### src/pkg/nsaid_defines.svh
// constants for the non-secure access identifier checker
`ifndef NSAID_DEFINES_SVH
`define NSAID_DEFINES_SVH

`define NSAID_W            4
`define NSAID_NUM          16
`define NSAID_DEFAULT      4'h0
`define PERM_W             2
`define PERM_RD_BIT        0
`define PERM_WR_BIT        1
`define PROT_W             3
`define PROT_NS_BIT        1
`define PERM_RESET_DEFAULT 2'h3
`define PERM_RESET_OTHER   2'h0

`endif

### src/pkg/nsaid_pkg.sv
// types shared by the identifier checker and its permission table
`include "nsaid_defines.svh"
`default_nettype none

package nsaid_pkg;

    // permission level per identifier, bit 0 read, bit 1 write
    typedef enum logic [1:0] {
        PERM_NONE = 2'h0,
        PERM_RD   = 2'h1,
        PERM_WR   = 2'h2,
        PERM_RW   = 2'h3
    } perm_t;

    // snoop kinds the interconnect may issue
    typedef enum logic [1:0] {
        SNP_READ_SHARED   = 2'h0,
        SNP_READ_UNIQUE   = 2'h1,
        SNP_CLEAN_INVALID = 2'h2,
        SNP_MAKE_INVALID  = 2'h3
    } snoop_op_t;

    // request sequencer states
    typedef enum logic [2:0] {
        ST_IDLE = 3'h0,
        ST_MEM  = 3'h1,
        ST_WB   = 3'h2,
        ST_RR   = 3'h3,
        ST_RESP = 3'h4
    } state_t;

endpackage : nsaid_pkg

`default_nettype wire
### src/hw/nsaid_perm_table.sv
// per-identifier permission storage with one write port
`timescale 1ns/1ps
`default_nettype none
`include "nsaid_defines.svh"

module nsaid_perm_table
    import nsaid_pkg::*;
#(
    parameter int NUM_IDS = `NSAID_NUM,
    parameter int ID_W    = `NSAID_W
) (
    input  wire logic                        clock_i,    // bus clock
    input  wire logic                        sys_rst_i,  // sync reset, active high
    input  wire logic                        we_i,       // write one entry
    input  wire logic [ID_W-1:0]             id_i,       // entry to write
    input  wire logic [`PERM_W-1:0]          perm_i,     // new permission level
    output logic      [NUM_IDS*`PERM_W-1:0]  perm_vec_o  // all entries, flattened
);

    logic [`PERM_W-1:0] perm_q [NUM_IDS];

    // identifier zero defaults to full access so untagged masters keep working
    always_ff @(posedge clock_i) begin
        if (sys_rst_i) begin
            for (int i = 0; i < NUM_IDS; i++) begin
                perm_q[i] <= (i == 0) ? `PERM_RESET_DEFAULT : `PERM_RESET_OTHER;
            end
        end else if (we_i) begin
            perm_q[id_i] <= perm_i;
        end
    end

    // flatten the table for the lookups
    always_comb begin
        for (int i = 0; i < NUM_IDS; i++) begin
            perm_vec_o[i*`PERM_W +: `PERM_W] = perm_q[i];
        end
    end

endmodule : nsaid_perm_table

`default_nettype wire

### config.mk
export PLATFORM = sky130hd
export DESIGN_NAME = nsaid_perm_table
export DESIGN_NICKNAME = d
export VERILOG_FILES = /design/src/pkg/nsaid_pkg.sv /design/src/hw/nsaid_perm_table.sv
export VERILOG_INCLUDE_DIRS = /design/src /design/src/pkg
export SDC_FILE = /design/constraint.sdc
export NUM_CORES = 1
export LEC_CHECK = 0
export BUFFER_PORTS_ARGS = -buffer_cell sky130_fd_sc_hd__buf_2
export CORE_UTILIZATION = 30
export DETAILED_ROUTE_END_ITERATION = 12
export GPL_TIMING_DRIVEN = 0
export MAX_ROUTING_LAYER = met4
export SETUP_SLACK_MARGIN = 0.3
export SLEW_MARGIN = 20
export SYNTH_ARGS = -nofsm -noshare
export SYNTH_HDL_FRONTEND = slang
export SYNTH_SLANG_ARGS = --single-unit
export TNS_END_PERCENT = 50
### constraint.sdc
create_clock -name clock_i -period 2 [get_ports clock_i]
set_clock_uncertainty 0.2 [all_clocks]
set_input_delay 0.4 -clock clock_i [delete_from_list [all_inputs] [get_ports clock_i]]
set_output_delay 0.4 -clock clock_i [all_outputs]
set_load 0.1 [all_outputs]
==> flow_summary_export.csv <==
group,metric,value,unit
run_status,outcome,"complete, no violations",
detailed_routing,dr.pass1.iters,4,
power,peakVddDrop,307,µV
floorplan,initial_core_util,31.2,%
floorplan,top_level_ports,41,
worst_setup_path,cp_num_buf_inv,1,
logic_synthesis,syn_inst,102,
clock_network,cts-root-buf,"clkbuf_8",
final_layout,fillCellCount,412,
worst_setup_path,cp_max_fo,1,
final_layout,largest_register_ffs,32,
placed_design,portBuffers,40,
clock_network,cts_tree,"built",
clock_network,clk_path_buf_depth,2,
sta,setup_viol,0,
worst_setup_path,cp-start-kind,"flop",
clock_network,post-cts-setup-buffers,0,
final_layout,layout-drive-gt1-share,47.7,%
sta,fin_crit_sh,83.3,%
logic_synthesis,netlist.area_leader.share,70.7,%
final_layout,register_area,961,µm²
clock_network,cts_hold_buf,0,
placed_design,placed_area,0.00168,mm²
floorplan,core_area,0.00435,mm²
worst_setup_path,cpMaxStageDelayCell,"buf_2",
detailed_routing,drt_iter0_drc,65,
sta,rsz0062_at_grt,"false",
final_layout,finalInstanceArea,0.00184,mm²
logic_synthesis,netlist_area,0.00136,mm²
global_route,antenna_found_initial,0,
logic_synthesis,syn-num-nets,111,
placed_design,dp_cells,194,
worst_setup_path,end_kind,"primary output",
detailed_routing,ant_nets,0,
logic_synthesis,ys.flop_type,"edfxtp_1",
detailed_routing,vias,1013,
worst_setup_path,worstPathRequired,1.40,ns
detailed_routing,wl,3.07,mm
logic_synthesis,yosysUniqueCellTypes,13,
sta,hold_ws,0.199,ns
final_layout,fin_cells,201,
final_layout,num_antenna_cells,0,
global_route,track_usage,13.9,%
worst_setup_path,arrival,1.07,ns
final_layout,regMostFlops,"perm_q",
final_layout,num-nets-final,158,
final_layout,areaGrowthSynthToFinish,35.6,%
sta,final.min_clock_period,1.67,ns
clock_network,htreeDepth,2,
placed_design,dp_hpwl,2.13,mm
global_route,grt_pass1_wl,4.86,mm
logic_synthesis,ys_warn_count,0,
worst_hold_path,hp-class,"primary input to flop",
logic_synthesis,synth_async_sr_flop_share,0,%
power,powerDensity,908,mW/mm²
global_route,gr-total-overflow,0,
logic_synthesis,avgSynthCellArea,13.3,µm²
final_layout,largestRegisters,"perm_q: 32 flops",
detailed_routing,drc,0,
clock_network,clkTransAtPathRegs,0.06,ns
global_route,grt_pass1_vias,993,
detailed_routing,wl_per_cell,15.2,µm
sta,worst_pin_slew,0.574,ns
floorplan,fp.dieArea,0.00481,mm²
sta,max-slew-margin-rel,61.7,%
sta,fmaxAchievable,600,MHz
final_layout,postLayoutCoreUtil,42.4,%
worst_setup_path,critPathTopFamily,"buffers and inverters",
worst_setup_path,path_cells,"buf_2",
placed_design,gp_congestion,0.793,
floorplan,fp-row-count,24,
sta,finalHoldViolCount,0,
global_route,grt_max_degree,11,
logic_synthesis,synthTopCellsByArea,"edfxtp_1, nor3_1, o21bai_1, clkbuf_1, nand4bb_1",
logic_synthesis,synth-edff-count,32,
clock_network,cts_sinks,32,
detailed_routing,viasPerCell,5.04,
logic_synthesis,ys_seq_area_share,70.7,%
floorplan,die_y,69.3,µm
job,cap_violations,0,
clock_network,cts_buffers,5,
logic_synthesis,synth_top_cell_by_area,"edfxtp_1",
sta,slew_viol_final,0,
worst_setup_path,worstSetupPathType,"flop to primary output",
logic_synthesis,ys_ff_latch,32,
floorplan,die_width,69.3,µm
power,p_leak,0.659,nW
worst_setup_path,slowest_delay,0.43,ns
final_layout,multiInputGateArea,473,µm²
## path summary, 6_finish.rpt
| check | cells past startpoint | slack, ns | end | start |
|---|---|---|---|---|
| setup / recovery | 1 | 0.33 | perm_vec_o[24] | perm_q[12][0]$_SDFFCE_PN0P_ |
| hold / removal | 2 | 0.20 | perm_q[0][1]$_SDFFCE_PN1P_ | perm_i[1] |
## kinds of logic after synthesis
group | after synthesis | synth area share [%]
and+or+nand+nor | 40 | 16.7
DFF | 32 | 70.7
AOI/OAI and AO/OA | 16 | 8.83
buffers and inverters | 14 | 3.86
## power breakdown
group          leakage (nW)  switching [mW]  internal, mW
combinational         0.314           0.365        0.0674
clock                0.0391           0.227         0.229
sequential            0.306         0.00989         0.775
total                 0.659           0.602          1.07
## cell usage in the layout (no fill, tap or decap)
cell       netlist  final
edfxtp_1        32     32
clkinv_1         0      2
or2_2            1      1
nor3_1          30     30
or4b_4           0      1
inv_1            2      2
buf_1            2      2
nand2_1          1      1
o21bai_4         0      4
nand4b_1         1      1
buf_2            0     41
clkbuf_1        10      4
clkbuf_8         0      6
clkbuf_2         0      4
or3_1            2      2
nand2b_1         2      2
nand4bb_4        0      2
o21bai_2         0     12
## per-layer routing
metal	global-route usage [%]	share of wire, %	vias to the layer above
met1	15.5	41	492
met5	-	0	-
li1	-	-	474
met3	4.65	6.8	9
met2	22.2	50	38
met4	6.80	2.5	0
## timing repair
action / 4_1_cts / 5_1_grt
pin swaps: 0 / 0
endpoints found under the setup margin: 24 / 31
endpoints found under the hold margin: 0 / 0
gates resized for setup: 6 / 15
## cells in the mapped netlist, drive strengths merged (2+ instances only)
| cell type | n |
|---|---|
| nor3 | 30 |
| buf | 2 |
| edfxtp | 32 |
| clkbuf | 10 |
| nand2b | 2 |
| nand4bb | 2 |
| o21bai | 16 |
| inv | 2 |
| or3 | 2 |
## metrics by stage
stage | setup WS, ns | total power [mW] | TNS [ns]
after detailed placement | -0.0769 | 1.22 | -1.30
final | 0.334 | 1.67 | 0
after floorplan | 0.244 | 1.15 | 0
after global placement | -0.0401 | 1.21 | -0.261
after CTS | 0.285 | 1.67 | 0
after global routing | 0.308 | 1.73 | 0
## final cells by class
class | instances | share of cell area (%)
plain buffers | 12 | 3.32
clock buffers | 5 | 3.73
clock inverters | 2 | 0.407
inverters | 2 | 0.407
multi-input cells | 56 | 25.6
flip-flops and latches | 32 | 52.1
well taps | 52 | 3.53
repair buffers | 40 | 10.9
No activity file was read; power rests on OpenSTA's default activity.
